### config.mk
export PLATFORM = sky130hd
export DESIGN_NAME = mefe_top
export DESIGN_NICKNAME = d
export VERILOG_FILES = /design/src/mefe_pkg.sv /design/src/mefe_top.sv /design/src/mefe_change_det.sv /design/src/mefe_ahb_slave.sv
export SDC_FILE = /design/constraint.sdc
export NUM_CORES = 1
export LEC_CHECK = 0
export ABC_AREA = 1
export BUFFER_PORTS_ARGS = -buffer_cell sky130_fd_sc_hd__buf_2
export CAP_MARGIN = 10
export CORE_UTILIZATION = 30
export CTS_BUF_LIST = sky130_fd_sc_hd__clkbuf_2
export CTS_CLUSTER_SIZE = 28
export DETAILED_ROUTE_END_ITERATION = 10
export GPL_TIMING_DRIVEN = 0
export PLACE_DENSITY_LB_ADDON = 0.3
export RECOVER_POWER = 100
export SYNTH_ARGS = -nofsm -noshare
export SYNTH_HDL_FRONTEND = slang
export SYNTH_SLANG_ARGS = --single-unit
### constraint.sdc
create_clock -name CLK -period 4.8 [get_ports CLK]
set_clock_uncertainty 0.2 [all_clocks]
set_input_delay 0.48 -clock CLK [delete_from_list [all_inputs] [get_ports CLK]]
set_output_delay 0.48 -clock CLK [all_outputs]
set_load 0.02 [all_outputs]
### src/mefe_pkg.sv
package mefe_pkg;

  // Register indices; the byte address on the bus is four times the index.
  localparam int unsigned IDX_W = 18;
  localparam logic [17:0] IDX_STATUS_LOW = 18'h0e502;
  localparam logic [17:0] IDX_STATUS_HIGH = 18'h0e503;
  localparam logic [17:0] IDX_ENABLE_LOW = 18'h0e50a;
  localparam logic [17:0] IDX_ENABLE_HIGH = 18'h0e50b;
  localparam logic [17:0] IDX_THRESHOLD = 18'h0e50c;
  localparam logic [17:0] IDX_ACCUMULATION_MODE_REG = 18'h0e50d;

  // Bit positions of the second status word.
  localparam int unsigned BIT_RESET_DONE = 15;
  localparam int unsigned BIT_MISMATCH = 20;
  localparam int unsigned BIT_FIXED_ONE = 21;
  localparam int unsigned BIT_FIXED_ZERO = 22;
  localparam int unsigned BIT_CURRENT_PEAK_VALUE = 23;
  localparam int unsigned BIT_VOLTAGE_PEAK_VALUE = 24;

  // Bit positions of the first enable word and its matching status word.
  localparam int unsigned EN_TOT_ACT = 0;
  localparam int unsigned EN_FUND_ACT = 1;
  localparam int unsigned EN_TOT_REACT = 2;
  localparam int unsigned EN_FUND_REACT = 3;
  localparam int unsigned EN_APPARENT = 4;
  localparam int unsigned EN_LINE_CYC = 5;
  localparam int unsigned EN_SIGN_PA = 6;
  localparam int unsigned EN_SIGN_PC = 8;
  localparam int unsigned EN_PSUM1 = 9;
  localparam int unsigned EN_REACT_A = 10;
  localparam int unsigned LOW_USED = 11;

  // Accumulation mode register fields.
  localparam int unsigned ACC_ACT_SEL_BIT = 6;
  localparam int unsigned ACC_REACT_SEL_BIT = 7;

  // Reset values and fixed masks.
  localparam logic [31:0] STATUS_LOW_RST = 32'h0000_0000;
  localparam logic [31:0] STATUS_HIGH_RST = 32'h0000_8000;
  localparam logic [31:0] HIGH_FLAG_MASK = 32'h0190_8000;
  localparam logic [31:0] HIGH_ENABLE_MASK = 32'h0190_0000;
  localparam logic [31:0] LOW_MASK = 32'h0000_07ff;
  localparam logic [31:0] ENABLE_RST = 32'h0000_0000;
  localparam logic [31:0] THRESHOLD_RST = 32'h0000_0000;
  localparam logic [31:0] ACCUMULATION_MODE_REG_RST = 32'h0000_0000;
  localparam logic [31:0] ACCUMULATION_MODE_REG_MASK = 32'h0000_00c0;

  // Width of the current samples from the datapath.
  localparam int unsigned SAMPLE_W = 28;

  typedef struct packed {
    logic en;
    logic [17:0] idx;
    logic [31:0] data;
  } mefe_wr_s;

  typedef struct packed {
    logic en;
    logic [17:0] idx;
  } mefe_rd_s;

  typedef enum logic [1:0] {
    AHB_IDLE = 2'b00,
    AHB_WR = 2'b01,
    AHB_RD = 2'b10,
    AHB_RDOUT = 2'b11
  } mefe_ahb_e;

endpackage

### src/mefe_top.sv
// Chosen here: the AHB-Lite interface to the registers.
`timescale 1ns/1ps
module mefe_top
  import mefe_pkg::*;
(
  input wire logic CLK,
  input wire logic RST_N,
  input wire logic HSEL,
  input wire logic [31:0] HADDR,
  input wire logic [1:0] HTRANS,
  input wire logic HWRITE,
  input wire logic [2:0] HSIZE,
  input wire logic [31:0] HWDATA,
  input wire logic HREADY,
  output logic HREADYOUT,
  output logic [31:0] HRDATA,
  output logic HRESP,
  input wire logic SAMPLE_VALID,
  input wire logic signed [SAMPLE_W-1:0] SUMMED_PHASE_CURRENT,
  input wire logic signed [SAMPLE_W-1:0] NEUTRAL_CURRENT_SAMPLE,
  input wire logic CURRENT_PEAK_DONE,
  input wire logic VOLTAGE_PEAK_DONE,
  input wire logic [2:0] TOTAL_ACTIVE_BIT30,
  input wire logic [2:0] FUND_ACTIVE_BIT30,
  input wire logic [2:0] TOTAL_REACTIVE_BIT30,
  input wire logic [2:0] FUND_REACTIVE_BIT30,
  input wire logic [2:0] APPARENT_BIT30,
  input wire logic LINE_CYCLE_MODE,
  input wire logic LINE_CYCLE_DONE,
  input wire logic [2:0] TOTAL_ACTIVE_SIGN,
  input wire logic [2:0] FUND_ACTIVE_SIGN,
  input wire logic PULSE1_SUM_SIGN,
  input wire logic TOTAL_REACTIVE_SIGN_A,
  input wire logic FUND_REACTIVE_SIGN_A,
  output logic IRQ0_N,
  output logic SECOND_IRQ_LINE_N
);

  ////////////////////////////////////////////////////////////////////////////
  // Bus slave

  mefe_wr_s wr;
  mefe_rd_s rd;
  logic [31:0] rd_data;

  mefe_ahb_slave u_ahb (
    .clk(CLK),
    .rst_n(RST_N),
    .hsel(HSEL),
    .haddr(HADDR),
    .htrans(HTRANS),
    .hwrite(HWRITE),
    .hwdata(HWDATA),
    .hready(HREADY),
    .hreadyout(HREADYOUT),
    .hrdata(HRDATA),
    .hresp(HRESP),
    .wr(wr),
    .rd(rd),
    .rd_data(rd_data)
  );

  logic wr_status_low;
  logic wr_status_high;
  logic wr_enable_low;
  logic wr_enable_high;
  logic wr_threshold;
  logic wr_accumulation_mode_reg;

  assign wr_status_low = wr.en & (wr.idx == IDX_STATUS_LOW);
  assign wr_status_high = wr.en & (wr.idx == IDX_STATUS_HIGH);
  assign wr_enable_low = wr.en & (wr.idx == IDX_ENABLE_LOW);
  assign wr_enable_high = wr.en & (wr.idx == IDX_ENABLE_HIGH);
  assign wr_threshold = wr.en & (wr.idx == IDX_THRESHOLD);
  assign wr_accumulation_mode_reg = wr.en & (wr.idx == IDX_ACCUMULATION_MODE_REG);

  ////////////////////////////////////////////////////////////////////////////
  // Configuration registers

  logic [31:0] enable_low_r;
  logic [31:0] enable_low_nxt;
  logic [31:0] enable_high_r;
  logic [31:0] enable_high_nxt;
  logic [31:0] threshold_r;
  logic [31:0] threshold_nxt;
  logic [31:0] accumulation_mode_reg_r;
  logic [31:0] accumulation_mode_reg_nxt;

  // Unused enable bits are kept at zero so they can never gate a stray flag.
  always_comb begin
    enable_low_nxt = enable_low_r;
    if (wr_enable_low) begin
      enable_low_nxt = wr.data & LOW_MASK;
    end
  end

  always_ff @(posedge CLK or negedge RST_N) begin
    if (!RST_N) begin
      enable_low_r <= ENABLE_RST;
    end else begin
      enable_low_r <= enable_low_nxt;
    end
  end

  always_comb begin
    enable_high_nxt = enable_high_r;
    if (wr_enable_high) begin
      enable_high_nxt = wr.data & HIGH_ENABLE_MASK;
    end
  end

  always_ff @(posedge CLK or negedge RST_N) begin
    if (!RST_N) begin
      enable_high_r <= ENABLE_RST;
    end else begin
      enable_high_r <= enable_high_nxt;
    end
  end

  // Only the sample width is kept; the upper bits read back as zero.
  always_comb begin
    threshold_nxt = threshold_r;
    if (wr_threshold) begin
      threshold_nxt = {4'h0, wr.data[SAMPLE_W-1:0]};
    end
  end

  always_ff @(posedge CLK or negedge RST_N) begin
    if (!RST_N) begin
      threshold_r <= THRESHOLD_RST;
    end else begin
      threshold_r <= threshold_nxt;
    end
  end

  always_comb begin
    accumulation_mode_reg_nxt = accumulation_mode_reg_r;
    if (wr_accumulation_mode_reg) begin
      accumulation_mode_reg_nxt = wr.data & ACCUMULATION_MODE_REG_MASK;
    end
  end

  always_ff @(posedge CLK or negedge RST_N) begin
    if (!RST_N) begin
      accumulation_mode_reg_r <= ACCUMULATION_MODE_REG_RST;
    end else begin
      accumulation_mode_reg_r <= accumulation_mode_reg_nxt;
    end
  end

  ////////////////////////////////////////////////////////////////////////////
  // Energy accumulator half-full detection

  logic [14:0] bit30_all;
  logic [14:0] bit30_chg;
  logic [4:0] half_full_evt;

  assign bit30_all = {APPARENT_BIT30, FUND_REACTIVE_BIT30, TOTAL_REACTIVE_BIT30,
                      FUND_ACTIVE_BIT30, TOTAL_ACTIVE_BIT30};

  // Energy registers move slowly, so every clock is a valid sample.
  mefe_change_det #(.W(15)) u_bit30 (
    .clk(CLK),
    .rst_n(RST_N),
    .valid(1'b1),
    .d(bit30_all),
    .chg(bit30_chg)
  );

  // One group per accumulator kind, each holding phases A, B and C.
  genvar g;
  generate
    for (g = 0; g < 5; g++) begin : g_half_full
      assign half_full_evt[g] = |bit30_chg[3*g +: 3];
    end
  endgenerate

  ////////////////////////////////////////////////////////////////////////////
  // Power sign detection

  logic [2:0] active_sign;
  logic react_sign_a;
  logic [4:0] sign_all;
  logic [4:0] sign_chg;

  // A change of the source select can itself look like a sign change.
  assign active_sign = accumulation_mode_reg_r[ACC_ACT_SEL_BIT] ? FUND_ACTIVE_SIGN
                                                  : TOTAL_ACTIVE_SIGN;
  assign react_sign_a = accumulation_mode_reg_r[ACC_REACT_SEL_BIT] ? FUND_REACTIVE_SIGN_A
                                                     : TOTAL_REACTIVE_SIGN_A;
  assign sign_all = {react_sign_a, PULSE1_SUM_SIGN, active_sign};

  mefe_change_det #(.W(5)) u_sign (
    .clk(CLK),
    .rst_n(RST_N),
    .valid(1'b1),
    .d(sign_all),
    .chg(sign_chg)
  );

  ////////////////////////////////////////////////////////////////////////////
  // Neutral current mismatch

  logic signed [SAMPLE_W:0] cur_diff;
  logic [SAMPLE_W:0] cur_mag;
  logic mismatch_evt;

  assign cur_diff = (SAMPLE_W + 1)'(SUMMED_PHASE_CURRENT)
                    - (SAMPLE_W + 1)'(NEUTRAL_CURRENT_SAMPLE);
  assign cur_mag = cur_diff[SAMPLE_W] ? (SAMPLE_W + 1)'(-cur_diff)
                                      : cur_diff;
  assign mismatch_evt = SAMPLE_VALID
                        & (cur_mag > {1'b0, threshold_r[SAMPLE_W-1:0]});

  ////////////////////////////////////////////////////////////////////////////
  // Event collection

  logic [31:0] set_low;
  logic [31:0] set_high;

  always_comb begin
    set_low = 32'h0000_0000;
    set_low[EN_TOT_ACT] = half_full_evt[0];
    set_low[EN_FUND_ACT] = half_full_evt[1];
    set_low[EN_TOT_REACT] = half_full_evt[2];
    set_low[EN_FUND_REACT] = half_full_evt[3];
    set_low[EN_APPARENT] = half_full_evt[4];
    set_low[EN_LINE_CYC] = LINE_CYCLE_DONE & LINE_CYCLE_MODE;
    set_low[EN_SIGN_PC:EN_SIGN_PA] = sign_chg[2:0];
    set_low[EN_PSUM1] = sign_chg[3];
    set_low[EN_REACT_A] = sign_chg[4];
  end

  always_comb begin
    set_high = 32'h0000_0000;
    set_high[BIT_MISMATCH] = mismatch_evt;
    set_high[BIT_CURRENT_PEAK_VALUE] = CURRENT_PEAK_DONE;
    set_high[BIT_VOLTAGE_PEAK_VALUE] = VOLTAGE_PEAK_DONE;
  end

  ////////////////////////////////////////////////////////////////////////////
  // Sticky status words

  logic [31:0] status_low_r;
  logic [31:0] status_low_nxt;
  logic [31:0] status_high_r;
  logic [31:0] status_high_nxt;
  logic [31:0] clr_low;
  logic [31:0] clr_high;

  // A new event in the clearing cycle wins over the clear.
  assign clr_low = wr_status_low ? wr.data : 32'h0000_0000;
  assign clr_high = wr_status_high ? wr.data : 32'h0000_0000;
  assign status_low_nxt = ((status_low_r & ~clr_low) | set_low) & LOW_MASK;
  assign status_high_nxt = ((status_high_r & ~clr_high) | set_high) & HIGH_FLAG_MASK;

  always_ff @(posedge CLK or negedge RST_N) begin
    if (!RST_N) begin
      status_low_r <= STATUS_LOW_RST;
    end else begin
      status_low_r <= status_low_nxt;
    end
  end

  // The reset-done flag comes up set and stays until software clears it.
  always_ff @(posedge CLK or negedge RST_N) begin
    if (!RST_N) begin
      status_high_r <= STATUS_HIGH_RST;
    end else begin
      status_high_r <= status_high_nxt;
    end
  end

  ////////////////////////////////////////////////////////////////////////////
  // Read data

  logic [31:0] status_high_view;

  always_comb begin
    status_high_view = status_high_r & HIGH_FLAG_MASK;
    status_high_view[BIT_FIXED_ONE] = 1'b1;
    status_high_view[BIT_FIXED_ZERO] = 1'b0;
  end

  always_comb begin
    case (rd.idx)
      IDX_STATUS_LOW: rd_data = status_low_r;
      IDX_STATUS_HIGH: rd_data = status_high_view;
      IDX_ENABLE_LOW: rd_data = enable_low_r;
      IDX_ENABLE_HIGH: rd_data = enable_high_r;
      IDX_THRESHOLD: rd_data = threshold_r;
      IDX_ACCUMULATION_MODE_REG: rd_data = accumulation_mode_reg_r;
      default: rd_data = 32'h0000_0000;
    endcase
  end

  ////////////////////////////////////////////////////////////////////////////
  // Interrupt lines

  logic irq0_r;
  logic second_irq_line_r;
  logic [31:0] pend_low_nxt;
  logic [31:0] pend_high_nxt;

  // Next enables are used so a newly written mask acts at the edge of the write.
  assign pend_low_nxt = status_low_nxt & enable_low_nxt;
  assign pend_high_nxt = status_high_nxt & enable_high_nxt;

  // Registered so the lines are glitch-free pins; fed from the next-state terms, they change at the same edge as the status words.
  always_ff @(posedge CLK or negedge RST_N) begin
    if (!RST_N) begin
      irq0_r <= 1'b1;
    end else begin
      irq0_r <= ~|pend_low_nxt;
    end
  end

  always_ff @(posedge CLK or negedge RST_N) begin
    if (!RST_N) begin
      second_irq_line_r <= 1'b1;
    end else begin
      second_irq_line_r <= ~(|pend_high_nxt | status_high_nxt[BIT_RESET_DONE]);
    end
  end

  assign IRQ0_N = irq0_r;
  assign SECOND_IRQ_LINE_N = second_irq_line_r;

endmodule

### src/mefe_change_det.sv
`timescale 1ns/1ps
module mefe_change_det
  import mefe_pkg::*;
#(
  parameter int unsigned W = 1
) (
  input wire logic clk,
  input wire logic rst_n,
  input wire logic valid,
  input wire logic [W-1:0] d,
  output logic [W-1:0] chg
);

  logic [W-1:0] prev_r;
  logic armed_r;

  // The first sample after reset only primes the history, so no false event.
  always_ff @(posedge clk or negedge rst_n) begin
    if (!rst_n) begin
      armed_r <= 1'b0;
    end else if (valid) begin
      armed_r <= 1'b1;
    end
  end

  genvar i;
  generate
    for (i = 0; i < W; i++) begin : g_bit
      always_ff @(posedge clk or negedge rst_n) begin
        if (!rst_n) begin
          prev_r[i] <= 1'b0;
        end else if (valid) begin
          prev_r[i] <= d[i];
        end
      end
      assign chg[i] = valid & armed_r & (d[i] ^ prev_r[i]);
    end
  endgenerate

endmodule

### src/mefe_ahb_slave.sv
`timescale 1ns/1ps
module mefe_ahb_slave
  import mefe_pkg::*;
(
  input wire logic clk,
  input wire logic rst_n,
  input wire logic hsel,
  input wire logic [31:0] haddr,
  input wire logic [1:0] htrans,
  input wire logic hwrite,
  input wire logic [31:0] hwdata,
  input wire logic hready,
  output logic hreadyout,
  output logic [31:0] hrdata,
  output logic hresp,
  output mefe_wr_s wr,
  output mefe_rd_s rd,
  input wire logic [31:0] rd_data
);

  mefe_ahb_e state_r;
  logic [17:0] idx_r;
  logic accept;
  logic addr_ok;

  assign accept = hsel & htrans[1] & hready;
  // Misaligned or out-of-window addresses map to index zero, which is unmapped.
  assign addr_ok = (haddr[31:20] == 12'h000) & (haddr[1:0] == 2'b00);

  always_ff @(posedge clk or negedge rst_n) begin
    if (!rst_n) begin
      state_r <= AHB_IDLE;
      idx_r <= 18'h00000;
    end else if (accept) begin
      state_r <= hwrite ? AHB_WR : AHB_RD;
      idx_r <= addr_ok ? haddr[19:2] : 18'h00000;
    end else begin
      case (state_r)
        AHB_RD: state_r <= AHB_RDOUT;
        AHB_WR: state_r <= AHB_IDLE;
        AHB_RDOUT: state_r <= AHB_IDLE;
        default: state_r <= AHB_IDLE;
      endcase
    end
  end

  // One wait state on reads lets a write in the previous data phase land first.
  always_ff @(posedge clk or negedge rst_n) begin
    if (!rst_n) begin
      hrdata <= 32'h0000_0000;
    end else if (state_r == AHB_RD) begin
      hrdata <= rd_data;
    end
  end

  assign hreadyout = (state_r != AHB_RD);
  assign hresp = 1'b0;
  assign wr.en = (state_r == AHB_WR);
  assign wr.idx = idx_r;
  assign wr.data = hwdata;
  assign rd.en = (state_r == AHB_RD);
  assign rd.idx = idx_r;

endmodule

# Word-level counts from Yosys, hierarchy flattened

Cells that the tools add are included.

Flip-flop bits (word level): 184
Output and inout port bits: 36
Logic and storage cells: 127
Input bits: 159

Muxes and demuxes: 12
Eq/ne operators: 9
$lt $le $gt $ge: 1
Add/sub/neg operators: 2
Bitwise operators: 61
Reductions and logical operators: 10

Operator list:

| operator               | number |
|---|---|
| $pmux W32 S6           | 1 |
| $eq A18 B16 Y1 const B | 6 |
| $mux W32               | 2 |
| $reduce_or A32 Y1      | 2 |
| $and A11 B32 Y32       | 1 |
| $and A25 B32 Y32       | 1 |
| $and A1 B1 Y1          | 31 |
| $gt A29 B28 Y1         | 1 |
| $mux W29               | 1 |
| $neg A29 Y29           | 1 |
| $sub A28 B28 Y29       | 1 |
| $and A25 B25 Y25       | 1 |
| $mux W25               | 1 |
| $not A25 Y25           | 1 |
| $or A25 B25 Y25        | 1 |
| $xor A1 B1 Y1          | 20 |
| $mux W18               | 1 |
| $reduce_or A3 Y1       | 5 |
| $logic_not A12 Y1      | 1 |
| $and A11 B11 Y11       | 1 |
| $mux W11               | 1 |
| $not A11 Y11           | 1 |
| $or A11 B11 Y11        | 1 |
| $mux W2                | 3 |
| 9 further kinds        | 9 |

# Logic depth before layout (Yosys ltp)

Depth in word-level cells: 10
Mapped depth: 38

# Hierarchy

A second synthesis with hierarchy kept.

Cells, all modules: 1,605
Area total of the unflattened synthesis: 10,647.7 µm²

Modules (own cells, without submodules):

| module                    | instances | cells an instance | area each (µm²) |
|---|---|---|---|
| mefe_top                  | 1         | 1,107             | 6,871.6 |
| mefe_ahb_slave            | 1         | 323               | 2,611.3 |
| mefe_change_det (u_bit30) | 1         | 129               | 852.1 |
| mefe_change_det (u_sign)  | 1         | 46                | 312.8 |

# Least setup slack after synthesis

No wires, ideal clock.

Path kind: input-to-reg
Start point: in SUMMED_PHASE_CURRENT[0]
End point: reg second_irq_line_r, in the netlist SECOND_IRQ_LINE_N
Cell stages on the path: 35
Data required time: 4,527 ps
Arrival time: 3,734 ps
Library setup time: 73 ps
Slack: 793 ps
Cell sequence: inv_1 ha_1 fa_1 inv_1 nand3_1 nand2_2 nand2_1 nand2_1 xor2_1 nor2_1 nand2_1 nor2_2 nand2_1 inv_1 nand2_1 nor2_2 nor2_1 xnor2_1 ha_1 a21oi_1 o21a_1 nor2_1 nor3_1 nand2_1 nand2_1 nand2_1 nand2_1 nand2_1 nand2_1 nand2_1 nand2_1 nand2_1 nand2_1 nand2_1 a21oi_1

Longest elaborated chain between the ends: 10

Ends and longest elaborated chain:

| what                    | line            | RTL |
|---|---|---|
| start: declaration      | mefe_top.sv:19  | `input wire logic signed [SAMPLE_W-1:0] SUMMED_PHASE_CURRENT,` |
| $sub A28 B28 Y29 *      | mefe_top.sv:209 | `- (SAMPLE_W + 1)'(NEUTRAL_CURRENT_SAMPLE);` |
| $neg A29 Y29            | mefe_top.sv:210 | `assign cur_mag = cur_diff[SAMPLE_W] ? (SAMPLE_W + 1)'(-cur_diff)` |
| $mux W29 *              | mefe_top.sv:210 |  |
| $gt A29 B28 Y1 *        | mefe_top.sv:213 | `& (cur_mag > {1'b0, threshold_r[SAMPLE_W-1:0]});` |
| $and A1 B1 Y1 *         | mefe_top.sv:213 |  |
| $or A25 B25 Y25 *       | mefe_top.sv:255 | `assign status_high_nxt = ((status_high_r & ~clr_high) \| set_high) & HIGH_FLAG_MASK;` |
| via status_high_nxt[20] | mefe_top.sv:247 | `logic [31:0] status_high_nxt;` |
| $and A25 B32 Y32 *      | mefe_top.sv:307 | `assign pend_high_nxt = status_high_nxt & enable_high_nxt;` |
| $reduce_or A32 Y1 *     | mefe_top.sv:322 | `second_irq_line_r <= ~(\|pend_high_nxt \| status_high_nxt[BIT_RESET_DONE]);` |
| $or A1 B1 Y1 *          | mefe_top.sv:322 |  |
| $not A1 Y1 *            | mefe_top.sv:322 |  |
| end signal: assignment  | mefe_top.sv:322 |  |
| end: declaration        | mefe_top.sv:301 | `logic second_irq_line_r;` |

Mark *: on every way through the listed nets, which the timed path passes. The rest lies on a longest branch.
A chain may end at the register's enable or synchronous reset.

# Final worst setup path

Same ends and word-level chain as after synthesis.

==> impl_metrics.env <==
export IMPL_setup_violations=0
export IMPL_n_fill_cell=3277
export IMPL_gp_congestion=0.884
export IMPL_finalNetCount=1845
export IMPL_initial_core_util=0.305
export IMPL_grt_antenna_before_repair=3
export IMPL_cts_tree="done"
export IMPL_synth_area_leaders="dfrtp_1, nand2_1, inv_1"
export IMPL_drtIter0Drc=625
export IMPL_critPathSlowestCell="dlygate4sd3_1"
export IMPL_io_buffers=178
export IMPL_worstPathMaxFanout=5
export IMPL_grt_overflow_total=0
export IMPL_synth_seq_area_share=0.351
export IMPL_antenna_left=0
export IMPL_hpwl_um=22000
export IMPL_grt_usage=0.180
export IMPL_grt_pass1_vias=9162
export IMPL_cts_sinks=131
export IMPL_wl_per_cell_um=13.8
export IMPL_clock_latency_ns=0.72
export IMPL_boundaryPins=195
export IMPL_numCtsBuffers=17
export IMPL_yosys_warnings=0
export IMPL_slew_violations=132
export IMPL_cts_root_buf="clkbuf_2"
export IMPL_critPathMostFrequentCell="nand2_1"
export IMPL_synth_area_per_cell_sq_um=7.05
export IMPL_syn2layout_area_growth_pct=28.7
export IMPL_powerDensity_nw_per_um2=235
export IMPL_syn_inst=1324
export IMPL_cts_setup_buffers=0
export IMPL_peakVddDrop_v=0.000139
export IMPL_tns_ns=0
export IMPL_route_vias_total=9383
export IMPL_clk_pin_slew_worst_paths_ns=0.21
export IMPL_maxSlewHeadroom=-0.603
export IMPL_worst_ep_required_time_ns=5.26
export IMPL_drive_above_1_share=0.137
export IMPL_synth_seq_cells=131
export IMPL_layout_min_cycle_time_ns=4.47
export IMPL_die_area_sq_um=31800
export IMPL_hp_class="input pin to register"
export IMPL_rows=64
export IMPL_period_share=0.931
export IMPL_drc=0
export IMPL_vias_per_cell=4.60
export IMPL_worstSetupEndpointType="register"
export IMPL_drv_cap=2
export IMPL_cts_buffer_depth=2
export IMPL_h_tree_depth=4
export IMPL_hold_viol=0
export IMPL_status="complete, but fails checks"
export IMPL_drt_total_wl_um=28100
export IMPL_tightest_slew_ns=2.40
export IMPL_start_kind="input pin"
export IMPL_yosys_area_top_type="dfrtp_1"
export IMPL_yosysTopAreaCellShare=0.343
export IMPL_worstPathArrival_ns=4.93
export IMPL_p_total_mw=2.82
export IMPL_criticalPathCategory="input pin to register"
export IMPL_failed_checks="max-capacitance violations, max-slew violations"
export IMPL_grt_pass1_wl_um=45100
export IMPL_coreArea_sq_um=30600
export IMPL_yosysUniqueCellTypes=50
export IMPL_grt_max_degree=98
export IMPL_fp_dieH_um=178
export IMPL_chipWidth_um=178
export IMPL_cellLeakagePower_nw=6.56
export IMPL_drtPass1Iterations=7
export IMPL_grt_setup_unrepaired="false"
export IMPL_crit_path_max_incr_delay_ns=0.59
export IMPL_synth_area_sq_um=9340
export IMPL_max_freq_mhz=224
==> area by class of cell <==
cell class                 instances  area, sq um  share of cell area
antenna                            3         7.51            0.000625
buffer                            35          156              0.0130
clock buffer                      17         85.1             0.00708
clock inverter                    15          203              0.0169
inverter                         224          842              0.0701
multi-input combinational        938         5100               0.424
sequential                       131         3280               0.273
tap                              396          495              0.0412
timing repair buffer             281         1850               0.154
==> registers in the layout, indices dropped and copies added (netlist names) <==
register	flops
SECOND_IRQ_LINE_N	1
u_sign.prev_r	5
u_bit30.armed_r	1
IRQ0_N	1
status_high_r	4
u_ahb.idx_r	18
threshold_r	28
enable_low_r	11
u_ahb.state_r	2
u_bit30.prev_r	15
accumulation_mode_reg_r	2
status_low_r	11
enable_high_r	4
u_ahb.hrdata	28
==> worst max-delay path: cells and delay by family <==
family / cells / cell delay (ns)
AOI/OAI and AO/OA: 2 / 0.31
xor gates and xnor gates: 2 / 0.35
adders and majority gates: 3 / 0.85
buffers and inverters: 4 / 0.82
and+or+nand+nor: 23 / 2.10
==> per-stage QoR <==
step	worst slack (ns)	instances	util	instance area, sq um	hold slack, ns
6_report	0.331	2040	0.393	12000	0.0593
5_1_grt	0.00906	2039	0.393	12000	0.0450
2_1_floorplan	0.793	1328	-	9350	-0.0156
3_3_place_gp	0.0616	1902	0.351	10700	0.262
3_5_place_dp	0.00921	1903	0.352	10800	0.199
4_1_cts	0.266	2037	0.395	12100	0.00228
==> repair_timing <==
item / CTS / global route
hold endpoints to repair: 230 / 0
resized for setup: 0 / 7
hold buffers: 102 / 0
endpoints found under the setup margin: 0 / 1
==> path summary, 6_finish.rpt <==
path,depth (start not counted),slack [ns],end,start
min,6,0.06,status_low_r[8],FUND_ACTIVE_SIGN[2]
max reg2reg,10,1.80,status_low_r[5],u_ahb.idx_r[12]
min in group asynchronous,2,0.25,SECOND_IRQ_LINE_N,RST_N
max,34,0.33,SECOND_IRQ_LINE_N,SUMMED_PHASE_CURRENT[0]
min reg2reg,2,0.30,u_ahb.hrdata[0],u_ahb.hrdata[0]
max in group asynchronous,3,1.76,u_ahb.hrdata[5],RST_N
==> placed cells by master, fill, tap and decap left out, types with 6 or more instances in the layout <==
cell type	n
nand2_1	413
nor3_1	15
dfrtp_1	128
inv_1	220
clkbuf_2	18
clkbuf_1	70
mux2_2	13
nor2_1	83
nand4_1	52
a21oi_1	31
nor4_1	8
ha_1	57
xor2_1	36
buf_2	133
nand3b_1	6
nand3_1	48
dlygate4sd3_1	101
o31ai_1	17
nand2_2	10
conb_1	6
o221ai_1	8
o21ai_0	82
==> cells by family (layout without fill, tap and decap cells) <==
logic type,after synthesis,count (layout),share of synthesized area
and+or+nand+nor,651,651,0.299
buffers and inverters,259,572,0.107
AOI/OAI and AO/OA,165,165,0.104
DFF,131,131,0.351
adders and majority gates,58,58,0.0785
xor gates and xnor gates,45,45,0.0446
muxes,13,13,0.0157
other,2,9,0.000804
==> where the power goes <==
part	switching, mW	total [mW]	internal [mW]
sequential	0.00730	1.13	1.12
clock	0.441	0.788	0.347
combinational	0.551	0.903	0.351
==> metal layers <==
metal | share of wire | up-vias | global-route usage
met5 | 0 | - | 0
met4 | 0.016 | 0 | 0.0501
met3 | 0.035 | 34 | 0.0241
met2 | 0.47 | 222 | 0.308
met1 | 0.48 | 4281 | 0.236
li1 | - | 4846 | -
==> Yosys cell counts (all sizes together) <==
cell and count:
or2 4, and2 2, a21oi 34, nand2 424
and3 1, a221oi 1, o21ai 83, o41ai 1
fa 1, dfstp 3, xor2 37, o221ai 8
nor4 8, o31ai 17, a21o 3, dfrtp 128
nand4 52, clkinv 1, a21boi 1, o21a 2
nand3b 6, nor3 16, a31oi 3, nor2 87
a22oi 1, xnor2 8, a211oi 2, nand3 51
mux2 13, conb 2, o22ai 5, o21bai 4
inv 223, clkbuf 21, buf 14, ha 57
No activity file was read; power rests on OpenSTA's default activity.
